`config.mk`:
```
export PLATFORM = sky130hd
export DESIGN_NAME = fmc_top
export DESIGN_NICKNAME = d
export VERILOG_FILES = /design/src/logic/fmc_pkg.sv /design/src/logic/fmc_top.sv /design/src/logic/fmc_axil_slave.sv
export VERILOG_INCLUDE_DIRS = /design/src /design/src/logic
export SDC_FILE = /design/constraint.sdc
export NUM_CORES = 1
export LEC_CHECK = 0
export BUFFER_PORTS_ARGS = -buffer_cell sky130_fd_sc_hd__buf_2
export CAP_MARGIN = 10
export CORE_MARGIN = 5
export CORE_UTILIZATION = 58
export CTS_CLUSTER_DIAMETER = 200
export CTS_CLUSTER_SIZE = 20
export DETAILED_ROUTE_END_ITERATION = 16
export PLACE_DENSITY = 0.83
export SKIP_LAST_GASP = 1
export SLEW_MARGIN = 20
export SYNTH_ARGS = -nofsm -noshare
export SYNTH_HDL_FRONTEND = slang
export SYNTH_HIERARCHICAL = 1
export SYNTH_SLANG_ARGS = --single-unit
```
`constraint.sdc`:
```
create_clock -name aclk -period 4.7 [get_ports aclk]
set_input_delay 0.705 -clock aclk [delete_from_list [all_inputs] [get_ports aclk]]
set_output_delay 0.705 -clock aclk [all_outputs]
set_load 0.05 [all_outputs]
```
`src/logic/fmc_map.svh`:
```
// Register indices, field positions, reset values and timing counts of the flash mode control block
`ifndef FMC_MAP_SVH
`define FMC_MAP_SVH

// Register indices; the byte address on the bus is four times the index
`define FMC_IDX_MODE_CTRL 16'hFF80
`define FMC_IDX_LARGE_SEL 16'hFF82
`define FMC_IDX_SMALL_SEL 16'hFF83
`define FMC_IDX_WAIT_OVL 16'hFFC2
`define FMC_IDX_CTRL_LO 16'hFF80
`define FMC_IDX_CTRL_HI 16'hFF83
`define FMC_AXI_ADDR_W 18

// Reset values and fixed read values
`define FMC_RST_MODE_CTRL 8'h00
`define FMC_RST_MODE_CTRL_VPP 8'h80
`define FMC_RST_LARGE_SEL 8'hF0
`define FMC_RST_SMALL_SEL 8'h00
`define FMC_RST_WAIT_OVL 8'h08
`define FMC_LARGE_FIXED 8'hF0
`define FMC_BLOCKED_READ 8'hFF
`define FMC_RSVD_READ 8'h00

// Field positions in the mode control register
`define FMC_BIT_VPP 7
`define FMC_BIT_EV 3
`define FMC_BIT_PV 2
`define FMC_BIT_E 1
`define FMC_BIT_P 0

// Field positions in the wait and overlay control register
`define FMC_BIT_OVL_SEL 7
`define FMC_BIT_OVL_VAR 6

// Operating-mode pin codes
`define FMC_MODE_ILLEGAL 2'b00
`define FMC_MODE_EXT 2'b01
`define FMC_MODE_FLASH2 2'b10
`define FMC_MODE_FLASH3 2'b11

// Flash array window in the CPU address space
`define FMC_FLASH_LO 16'h0000
`define FMC_FLASH_HI 16'h7FFF

// CPU access length in states
`define FMC_ACCESS_STATES 2'h2

// Boot rate measurement: host sends a zero byte, start bit plus eight data bits low
`define FMC_CLK_HZ 25000000
`define FMC_BOOT_MAX_BPS 9600
`define FMC_BOOT_LOW_BITS 9
`define FMC_BOOT_MIN_BIT_CYC (`FMC_CLK_HZ / `FMC_BOOT_MAX_BPS)
`define FMC_BOOT_MIN_LOW_CYC (`FMC_BOOT_MIN_BIT_CYC * `FMC_BOOT_LOW_BITS)
`define FMC_DIV9_MUL 26'h0000039
`define FMC_DIV9_SHIFT 9

// AXI responses
`define FMC_RESP_OKAY 2'b00
`define FMC_RESP_DECERR 2'b11

`endif

```
`src/logic/fmc_pkg.sv`:
```
// Types shared by the flash mode control block and its bus slave
package fmc_pkg;

  typedef struct packed {
    logic wr_en;
    logic [15:0] wr_idx;
    logic [31:0] wr_data;
    logic [3:0] wr_strb;
    logic rd_en;
    logic [15:0] rd_idx;
  } fmc_reg_req_s;

  typedef struct packed {
    logic [1:0] wr_resp;
    logic [31:0] rd_data;
    logic [1:0] rd_resp;
  } fmc_reg_rsp_s;

  typedef enum logic [1:0] {
    AB_IDLE,
    AB_LOW,
    AB_DONE
  } fmc_ab_state_e;

  typedef enum logic {
    ACC_IDLE,
    ACC_BUSY
  } fmc_acc_state_e;

endpackage

```
`src/logic/fmc_top.sv`:
```
// Flash mode control: address mapping, control registers, mode outputs and boot rate detection
//
// Contract
// - Flash array occupies CPU addresses 0x0000 through 0x7FFF.
// - Mode pins: 00 illegal, 01 external memory, 10 and 11 on-chip flash.
// - Flash reads, byte or word, over a 16-bit path complete in two states.
// - Mode-control and block-select registers reachable only with programming level present.
// - Mode 2 without programming level: control addresses are external space.
// - Mode 3 without programming level: control writes ignored, reads return 0xFF.
// - Mode 1: control writes ignored, reads return 0xFF.
// - Initial values in modes 2 and 3: mode 0x00, small 0x00, large 0xF0.
// - Mode-control clears on reset, standby, absent level; reads 0x80 with level.
// - Mode-control bit 7 is a read-only flag showing the programming level.
// - Mode-control bits 6 to 4 are unwritable and read zero.
// - Bit 3 written 1 enters erase-verify, written 0 leaves it.
// - Bit 2 written 1 enters program-verify, written 0 leaves it.
// - Bit 1 written 1 enters erase, written 0 leaves it.
// - Bit 0 written 1 enters program, written 0 leaves it.
// - Four large and eight small erase blocks, each chosen by a register bit.
// - Boot mode matches its serial bit rate to the host, up to 9600 bps.
// - Large-block register resets to 0xF0 on reset, standby, absent level.
// - Exactly one overlay bit set blocks program and erase, verify still allowed.
//
// The AXI4-Lite register port is this design's own decision.
`timescale 1ns/1ps
`default_nettype none
`include "fmc_map.svh"

module fmc_top
  import fmc_pkg::*;
#(
  parameter logic [19:0] BOOT_MIN_LOW_CYC = 20'(`FMC_BOOT_MIN_LOW_CYC)
) (
  // Clock and reset
  input wire logic aclk,
  input wire logic aresetn,
  // AXI4-Lite register bus
  input wire logic [`FMC_AXI_ADDR_W-1:0] s_axi_awaddr,
  input wire logic s_axi_awvalid,
  output logic s_axi_awready,
  input wire logic [31:0] s_axi_wdata,
  input wire logic [3:0] s_axi_wstrb,
  input wire logic s_axi_wvalid,
  output logic s_axi_wready,
  output logic [1:0] s_axi_bresp,
  output logic s_axi_bvalid,
  input wire logic s_axi_bready,
  input wire logic [`FMC_AXI_ADDR_W-1:0] s_axi_araddr,
  input wire logic s_axi_arvalid,
  output logic s_axi_arready,
  output logic [31:0] s_axi_rdata,
  output logic [1:0] s_axi_rresp,
  output logic s_axi_rvalid,
  input wire logic s_axi_rready,
  // Mode pins, supply detect and standby
  input wire logic op_mode_pin_high,
  input wire logic op_mode_pin_low,
  input wire logic programming_supply_pin,
  input wire logic standby_req,
  // CPU access to the low memory area
  input wire logic cpu_req,
  input wire logic [15:0] cpu_addr,
  input wire logic cpu_word,
  output logic cpu_flash_cs,
  output logic cpu_ext_cs,
  output logic cpu_word_lane,
  output logic cpu_ack,
  // Boot serial channel
  input wire logic boot_mode_req,
  input wire logic boot_rxd,
  output logic [15:0] boot_bit_div,
  output logic boot_rate_locked,
  // Array mode and status outputs
  output logic program_mode,
  output logic erase_mode,
  output logic program_verify_mode,
  output logic erase_verify_mode,
  output logic mode_conflict,
  output logic mode_illegal,
  output logic [3:0] large_block_armed,
  output logic [7:0] small_block_armed
);

  fmc_reg_req_s reg_req;
  fmc_reg_rsp_s reg_rsp;

  logic [1:0] op_mode_q;
  logic programming_level_flag_q;
  logic [3:0] mode_bits_q;
  logic [3:0] large_sel_q;
  logic [7:0] small_sel_q;
  logic [7:0] wait_ovl_q;
  logic flash_en;
  logic ctrl_open;
  logic ctrl_as_ext;
  logic ctrl_clear;
  logic overlay_protect;
  logic one_mode;
  logic wr_byte;
  logic wr_ctrl_range;
  logic rd_ctrl_range;
  logic [7:0] rd_byte;

  fmc_axil_slave u_slave (
    .aclk(aclk),
    .aresetn(aresetn),
    .s_axi_awaddr(s_axi_awaddr),
    .s_axi_awvalid(s_axi_awvalid),
    .s_axi_awready(s_axi_awready),
    .s_axi_wdata(s_axi_wdata),
    .s_axi_wstrb(s_axi_wstrb),
    .s_axi_wvalid(s_axi_wvalid),
    .s_axi_wready(s_axi_wready),
    .s_axi_bresp(s_axi_bresp),
    .s_axi_bvalid(s_axi_bvalid),
    .s_axi_bready(s_axi_bready),
    .s_axi_araddr(s_axi_araddr),
    .s_axi_arvalid(s_axi_arvalid),
    .s_axi_arready(s_axi_arready),
    .s_axi_rdata(s_axi_rdata),
    .s_axi_rresp(s_axi_rresp),
    .s_axi_rvalid(s_axi_rvalid),
    .s_axi_rready(s_axi_rready),
    .reg_req(reg_req),
    .reg_rsp(reg_rsp)
  );

  // Pins sampled each cycle so all decode works on one registered view
  always_ff @(posedge aclk) begin
    if (!aresetn) begin
      op_mode_q <= `FMC_MODE_ILLEGAL;
      programming_level_flag_q <= 1'b0;
    end else begin
      op_mode_q <= {op_mode_pin_high, op_mode_pin_low};
      programming_level_flag_q <= programming_supply_pin;
    end
  end

  assign flash_en = (op_mode_q == `FMC_MODE_FLASH2) || (op_mode_q == `FMC_MODE_FLASH3);
  assign ctrl_open = flash_en && programming_level_flag_q;
  assign ctrl_as_ext = (op_mode_q == `FMC_MODE_FLASH2) && !programming_level_flag_q;
  assign ctrl_clear = standby_req || !programming_level_flag_q;
  assign overlay_protect = wait_ovl_q[`FMC_BIT_OVL_SEL] ^ wait_ovl_q[`FMC_BIT_OVL_VAR];
  assign one_mode = $onehot0(mode_bits_q);
  assign wr_byte = reg_req.wr_en && reg_req.wr_strb[0];
  assign wr_ctrl_range = (reg_req.wr_idx >= `FMC_IDX_CTRL_LO) && (reg_req.wr_idx <= `FMC_IDX_CTRL_HI);
  assign rd_ctrl_range = (reg_req.rd_idx >= `FMC_IDX_CTRL_LO) && (reg_req.rd_idx <= `FMC_IDX_CTRL_HI);

  // Only the four mode bits are stored; the flag and reserved bits are composed on read
  always_ff @(posedge aclk) begin
    if (!aresetn || ctrl_clear) begin
      mode_bits_q <= 4'(`FMC_RST_MODE_CTRL);
    end else if (wr_byte && ctrl_open && reg_req.wr_idx == `FMC_IDX_MODE_CTRL) begin
      mode_bits_q <= reg_req.wr_data[3:0];
    end
  end

  always_ff @(posedge aclk) begin
    if (!aresetn || ctrl_clear) begin
      large_sel_q <= 4'(`FMC_RST_LARGE_SEL);
    end else if (wr_byte && ctrl_open && reg_req.wr_idx == `FMC_IDX_LARGE_SEL) begin
      large_sel_q <= reg_req.wr_data[3:0];
    end
  end

  always_ff @(posedge aclk) begin
    if (!aresetn || ctrl_clear) begin
      small_sel_q <= `FMC_RST_SMALL_SEL;
    end else if (wr_byte && ctrl_open && reg_req.wr_idx == `FMC_IDX_SMALL_SEL) begin
      small_sel_q <= reg_req.wr_data[7:0];
    end
  end

  // Overlay control survives standby and supply loss; only reset reloads it
  always_ff @(posedge aclk) begin
    if (!aresetn) begin
      wait_ovl_q <= `FMC_RST_WAIT_OVL;
    end else if (wr_byte && reg_req.wr_idx == `FMC_IDX_WAIT_OVL) begin
      wait_ovl_q <= reg_req.wr_data[7:0];
    end
  end

  // Read data and responses
  always_comb begin
    rd_byte = `FMC_RSVD_READ;
    reg_rsp.rd_resp = `FMC_RESP_OKAY;
    reg_rsp.wr_resp = `FMC_RESP_OKAY;
    if (rd_ctrl_range) begin
      if (ctrl_as_ext) begin
        reg_rsp.rd_resp = `FMC_RESP_DECERR;
      end else if (!ctrl_open) begin
        rd_byte = `FMC_BLOCKED_READ;
      end else begin
        case (reg_req.rd_idx)
          `FMC_IDX_MODE_CTRL: begin
            rd_byte = {programming_level_flag_q, 3'h0, mode_bits_q};
          end
          `FMC_IDX_LARGE_SEL: begin
            rd_byte = `FMC_LARGE_FIXED | {4'h0, large_sel_q};
          end
          `FMC_IDX_SMALL_SEL: begin
            rd_byte = small_sel_q;
          end
          default: begin
            rd_byte = `FMC_RSVD_READ;
          end
        endcase
      end
    end else if (reg_req.rd_idx == `FMC_IDX_WAIT_OVL) begin
      rd_byte = wait_ovl_q;
    end else begin
      reg_rsp.rd_resp = `FMC_RESP_DECERR;
    end
    if (wr_ctrl_range) begin
      if (ctrl_as_ext) begin
        reg_rsp.wr_resp = `FMC_RESP_DECERR;
      end
    end else if (reg_req.wr_idx != `FMC_IDX_WAIT_OVL) begin
      reg_rsp.wr_resp = `FMC_RESP_DECERR;
    end
    reg_rsp.rd_data = {24'h000000, rd_byte};
  end

  // Array modes; a conflicting bit pattern runs no mode rather than guess a priority
  always_ff @(posedge aclk) begin
    if (!aresetn) begin
      program_mode <= 1'b0;
      erase_mode <= 1'b0;
      program_verify_mode <= 1'b0;
      erase_verify_mode <= 1'b0;
      mode_conflict <= 1'b0;
      mode_illegal <= 1'b0;
    end else begin
      program_mode <= mode_bits_q[`FMC_BIT_P] && one_mode && ctrl_open && !ctrl_clear && !overlay_protect;
      erase_mode <= mode_bits_q[`FMC_BIT_E] && one_mode && ctrl_open && !ctrl_clear && !overlay_protect;
      program_verify_mode <= mode_bits_q[`FMC_BIT_PV] && one_mode && ctrl_open && !ctrl_clear;
      erase_verify_mode <= mode_bits_q[`FMC_BIT_EV] && one_mode && ctrl_open && !ctrl_clear;
      mode_conflict <= !one_mode;
      mode_illegal <= (op_mode_q == `FMC_MODE_ILLEGAL);
    end
  end

  // One select bit per erase block; a block is armed only in the cycle after one in which program or erase runs
  genvar gi;
  generate
    for (gi = 0; gi < 12; gi++) begin : g_block
      if (gi < 4) begin : g_large
        always_ff @(posedge aclk) begin
          if (!aresetn) begin
            large_block_armed[gi] <= 1'b0;
          end else begin
            large_block_armed[gi] <= large_sel_q[gi] && (program_mode || erase_mode);
          end
        end
      end else begin : g_small
        always_ff @(posedge aclk) begin
          if (!aresetn) begin
            small_block_armed[gi-4] <= 1'b0;
          end else begin
            small_block_armed[gi-4] <= small_sel_q[gi-4] && (program_mode || erase_mode);
          end
        end
      end
    end
  endgenerate

  // CPU access to the low area
  fmc_acc_state_e acc_state_q;
  logic [1:0] acc_cnt_q;
  logic cpu_in_flash;
  logic cpu_in_ctrl;

  assign cpu_in_flash = (cpu_addr >= `FMC_FLASH_LO) && (cpu_addr <= `FMC_FLASH_HI);
  assign cpu_in_ctrl = (cpu_addr >= `FMC_IDX_CTRL_LO) && (cpu_addr <= `FMC_IDX_CTRL_HI);

  always_ff @(posedge aclk) begin
    if (!aresetn) begin
      acc_state_q <= ACC_IDLE;
      acc_cnt_q <= 2'h0;
      cpu_flash_cs <= 1'b0;
      cpu_ext_cs <= 1'b0;
      cpu_word_lane <= 1'b0;
      cpu_ack <= 1'b0;
    end else begin
      cpu_ack <= 1'b0;
      case (acc_state_q)
        ACC_IDLE: begin
          if (cpu_req) begin
            acc_state_q <= ACC_BUSY;
            acc_cnt_q <= 2'h0;
            cpu_flash_cs <= cpu_in_flash && flash_en;
            cpu_ext_cs <= (cpu_in_flash && !flash_en) || (cpu_in_ctrl && ctrl_as_ext);
            cpu_word_lane <= cpu_word;
          end
        end
        ACC_BUSY: begin
          if (acc_cnt_q == `FMC_ACCESS_STATES - 2'h1) begin
            acc_state_q <= ACC_IDLE;
            acc_cnt_q <= 2'h0;
            cpu_flash_cs <= 1'b0;
            cpu_ext_cs <= 1'b0;
            cpu_ack <= 1'b1;
          end else begin
            acc_cnt_q <= acc_cnt_q + 2'h1;
          end
        end
        default: begin
          acc_state_q <= ACC_IDLE;
        end
      endcase
    end
  end

  // Boot rate: time the low run of the host's zero byte, then divide by nine bit times
  fmc_ab_state_e ab_state_q;
  logic [19:0] ab_cnt_q;
  logic rxd_q;
  logic [25:0] ab_prod;

  assign ab_prod = 26'(ab_cnt_q) * `FMC_DIV9_MUL;

  always_ff @(posedge aclk) begin
    if (!aresetn) begin
      rxd_q <= 1'b1;
    end else begin
      rxd_q <= boot_rxd;
    end
  end

  // Runs shorter than the fastest allowed rate are rejected as noise and measurement restarts
  always_ff @(posedge aclk) begin
    if (!aresetn || !boot_mode_req) begin
      ab_state_q <= AB_IDLE;
      ab_cnt_q <= 20'h00000;
      boot_bit_div <= 16'h0000;
      boot_rate_locked <= 1'b0;
    end else begin
      case (ab_state_q)
        AB_IDLE: begin
          if (rxd_q && !boot_rxd) begin
            ab_state_q <= AB_LOW;
            ab_cnt_q <= 20'h00001;
          end
        end
        AB_LOW: begin
          if (boot_rxd) begin
            if (ab_cnt_q >= BOOT_MIN_LOW_CYC) begin
              ab_state_q <= AB_DONE;
              boot_bit_div <= ab_prod[25] ? 16'hFFFF : ab_prod[24:`FMC_DIV9_SHIFT];
              boot_rate_locked <= 1'b1;
            end else begin
              ab_state_q <= AB_IDLE;
            end
          end else if (ab_cnt_q != 20'hFFFFF) begin
            ab_cnt_q <= ab_cnt_q + 20'h00001;
          end
        end
        AB_DONE: begin
          ab_state_q <= AB_DONE;
        end
        default: begin
          ab_state_q <= AB_IDLE;
        end
      endcase
    end
  end

endmodule

`default_nettype wire

```
`src/logic/fmc_axil_slave.sv`:
```
// AXI4-Lite slave that turns bus transfers into one-cycle register requests
`timescale 1ns/1ps
`default_nettype none
`include "fmc_map.svh"

module fmc_axil_slave
  import fmc_pkg::*;
(
  // Clock and reset
  input wire logic aclk,
  input wire logic aresetn,
  // Write address and data
  input wire logic [`FMC_AXI_ADDR_W-1:0] s_axi_awaddr,
  input wire logic s_axi_awvalid,
  output logic s_axi_awready,
  input wire logic [31:0] s_axi_wdata,
  input wire logic [3:0] s_axi_wstrb,
  input wire logic s_axi_wvalid,
  output logic s_axi_wready,
  // Write response
  output logic [1:0] s_axi_bresp,
  output logic s_axi_bvalid,
  input wire logic s_axi_bready,
  // Read address and data
  input wire logic [`FMC_AXI_ADDR_W-1:0] s_axi_araddr,
  input wire logic s_axi_arvalid,
  output logic s_axi_arready,
  output logic [31:0] s_axi_rdata,
  output logic [1:0] s_axi_rresp,
  output logic s_axi_rvalid,
  input wire logic s_axi_rready,
  // Register side
  output fmc_reg_req_s reg_req,
  input wire fmc_reg_rsp_s reg_rsp
);

  logic awready_q;
  logic wready_q;
  logic bvalid_q;
  logic [1:0] bresp_q;
  logic arready_q;
  logic rvalid_q;
  logic [1:0] rresp_q;
  logic [31:0] rdata_q;
  logic [15:0] aw_idx_q;
  logic [31:0] w_data_q;
  logic [3:0] w_strb_q;
  logic [15:0] ar_idx_q;
  logic wr_go;
  logic rd_go;

  // A dropped ready means that half of the transfer is held
  assign wr_go = !awready_q && !wready_q && !bvalid_q;
  assign rd_go = !arready_q && !rvalid_q;

  always_ff @(posedge aclk) begin
    if (!aresetn) begin
      awready_q <= 1'b1;
      aw_idx_q <= 16'h0000;
    end else if (s_axi_awvalid && awready_q) begin
      awready_q <= 1'b0;
      aw_idx_q <= s_axi_awaddr[17:2];
    end else if (wr_go) begin
      awready_q <= 1'b1;
    end
  end

  always_ff @(posedge aclk) begin
    if (!aresetn) begin
      wready_q <= 1'b1;
      w_data_q <= 32'h00000000;
      w_strb_q <= 4'h0;
    end else if (s_axi_wvalid && wready_q) begin
      wready_q <= 1'b0;
      w_data_q <= s_axi_wdata;
      w_strb_q <= s_axi_wstrb;
    end else if (wr_go) begin
      wready_q <= 1'b1;
    end
  end

  always_ff @(posedge aclk) begin
    if (!aresetn) begin
      bvalid_q <= 1'b0;
      bresp_q <= `FMC_RESP_OKAY;
    end else if (wr_go) begin
      bvalid_q <= 1'b1;
      bresp_q <= reg_rsp.wr_resp;
    end else if (s_axi_bready && bvalid_q) begin
      bvalid_q <= 1'b0;
    end
  end

  always_ff @(posedge aclk) begin
    if (!aresetn) begin
      arready_q <= 1'b1;
      ar_idx_q <= 16'h0000;
    end else if (s_axi_arvalid && arready_q) begin
      arready_q <= 1'b0;
      ar_idx_q <= s_axi_araddr[17:2];
    end else if (rd_go) begin
      arready_q <= 1'b1;
    end
  end

  always_ff @(posedge aclk) begin
    if (!aresetn) begin
      rvalid_q <= 1'b0;
      rresp_q <= `FMC_RESP_OKAY;
      rdata_q <= 32'h00000000;
    end else if (rd_go) begin
      rvalid_q <= 1'b1;
      rresp_q <= reg_rsp.rd_resp;
      rdata_q <= reg_rsp.rd_data;
    end else if (s_axi_rready && rvalid_q) begin
      rvalid_q <= 1'b0;
    end
  end

  always_comb begin
    reg_req.wr_en = wr_go;
    reg_req.wr_idx = aw_idx_q;
    reg_req.wr_data = w_data_q;
    reg_req.wr_strb = w_strb_q;
    reg_req.rd_en = rd_go;
    reg_req.rd_idx = ar_idx_q;
  end

  assign s_axi_awready = awready_q;
  assign s_axi_wready = wready_q;
  assign s_axi_bvalid = bvalid_q;
  assign s_axi_bresp = bresp_q;
  assign s_axi_arready = arready_q;
  assign s_axi_rvalid = rvalid_q;
  assign s_axi_rresp = rresp_q;
  assign s_axi_rdata = rdata_q;

endmodule

`default_nettype wire

```
==> flow_metrics.tcl <==
set metrics [dict create \
    numCtsBuffers 17 \
    setup_violations 0 \
    viasPerCell 5.55 \
    avgSynthCellArea_sq_um 9.31 \
    grt_overflow_total 0 \
    io_pins 183 \
    synthCells 1042 \
    clock_sinks 174 \
    clock.fmax_mhz 232 \
    wl_per_cell_microns 15.7 \
    met1_usage_pct 27.1 \
    antenna_found_initial 1 \
    grt_pass1_vias 7441 \
    clk_latency_ps 430 \
    yosysWarnings 6 \
    startpoint_type "register" \
    ctsRootBufferMaster "clkbuf_16" \
    end_kind "register" \
    outcome "finished, final reports clean" \
    path_max_fanout 16 \
    crit_required_ps 5070 \
    hold_buffers 0 \
    fillCellCount 1322 \
    grt_setup_unrepaired "false" \
    initialDrtViolationCount 468 \
    post-cts-setup-buffers 0 \
    route.vias.total 7768 \
    drc 0 \
    final_util_pct 67.4 \
    antenna_left 0 \
    clock_path_buffers 2 \
    slew_headroom_pct 27.7 \
    area_growth_pct 14.8 \
    hp-class "reg2reg" \
    path_clk_slew_ps 70 \
    worst_slack_ps 386 \
    hold_viol 0 \
    worst_ir_drop_vdd_mv 0.255 \
    die-width_microns 139 \
    met3_usage_pct 4.67 \
    nets 1378 \
    placement.io_buffers 149 \
    die_area_sq_um 19400 \
    worstSetupPathType "reg2reg" \
    initial_core_util_pct 58.7 \
    grt_usage_pct 22.4 \
    syn-cell-area_sq_um 9700 \
    period_minus_slack_ps 4310 \
    drive_gt1_share_pct 22.1 \
    p_per_area_nw_per_um2 293 \
    fin_crit_sh_pct 91.8 \
    grt_pass1_wl_mm 36.1 \
    power.leakage_nw 5.05 \
    maxCapViolCount 0 \
    cts_resized 0 \
    grt_util_met2_pct 39.7 \
    rows 47 \
    routed_wl_mm 22.0 \
    worst_hold_slack_ps 443 \
    grt_max_degree 103 \
    layout_commonest_cell "dfxtp_1" \
    h-tree-depth 4 \
    die_h_microns 139 \
    drv_slew 0 \
    worst_clock_skew_ps 7.11 \
    place_congestion 0.838 \
    top_usage_layer "met2" \
    dp_slack_ps 462 \
    worstMarginPinSlew_ps 1070 \
    final_cell_mix "dfxtp_1, buf_2, a21oi_1, ha_1, inv_1" \
    coreArea_sq_um 16500 \
    reg2reg_slack_ps 390 \
    cts_tree "built" \
    dr.pass1.iters 5 \
    dp_hpwl_mm 16.0 \
    fin_setup_tns_ps 0 \
    cp.arrival_ps 4690 \
]
[power breakdown]
part | switching (W) | total, W | internal [W] | leakage, nW
logic | 0.000168 | 0.000263 | 0.0000951 | 3.34
registers | 0.0000399 | 0.00156 | 0.00152 | 1.41
clock network | 0.000675 | 0.00145 | 0.000772 | 0.297
[final cells by class]
class / count / area, sq um / area share [%]
diodes: 1 / 2.50 / 0.0225
clock buffers: 17 / 425 / 3.82
clock inverters: 15 / 189 / 1.70
inverters: 65 / 244 / 2.19
multi-input cells: 753 / 5730 / 51.5
flip-flops and latches: 174 / 3480 / 31.3
well taps: 220 / 275 / 2.47
repair buffers: 154 / 783 / 7.03
[worst max-delay path: stages (launching register included)]
cell and delay [ps]:
dfxtp_1 490, inv_1 180, fa_1 560, inv_1 60, fa_1 460, ha_1 310, ha_1 380, a21oi_1 320
o21ai_0 180, or3_1 480, a311o_1 300, nand4_1 100, buf_4 240, o221a_2 210
[final timing paths]
kind              cells after the start              end         start
setup reg to reg                     13  boot_bit_div[2]  ab_cnt_q[11]
hold / removal                        1     mode_illegal  op_mode_q[0]
setup / recovery                     13  boot_bit_div[2]  ab_cnt_q[11]
hold reg to reg                       1     mode_illegal  op_mode_q[0]
[routing by layer]
| metal | routed length [microns] | vias to the layer above |
|---|---|---|
| li1 | - | 3842 |
| met1 | 9080 | 3672 |
| met2 | 11400 | 216 |
| met3 | 1080 | 38 |
| met4 | 488 | 0 |
| met5 | 0 | - |
[stage by stage]
step	area, sq um	instances	power (W)
6_report	11100	1399	0.00327
5_1_grt	11100	1399	0.00339
4_1_cts	11100	1398	0.00328
3_5_place_dp	10500	1366	0.00185
3_3_place_gp	10500	1366	0.00185
2_1_floorplan	9790	1065	0.00178
[state kept, by name (all words and copies together) (netlist names), 2 cells and up]
signal and cells:
large_sel_q 4, u_slave/s_axi_bresp 2, ab_state_q 2, small_sel_q 8
u_slave/s_axi_rdata 32, op_mode_q 2, u_slave/aw_idx_q 16, mode_bits_q 4
acc_cnt_q 2, u_slave/w_data_q 8, wait_ovl_q 8, ab_cnt_q 20
small_block_armed 8, boot_bit_div 16, u_slave/ar_idx_q 16, u_slave/s_axi_rresp 2
large_block_armed 4
No activity file was read; power rests on OpenSTA's default activity.
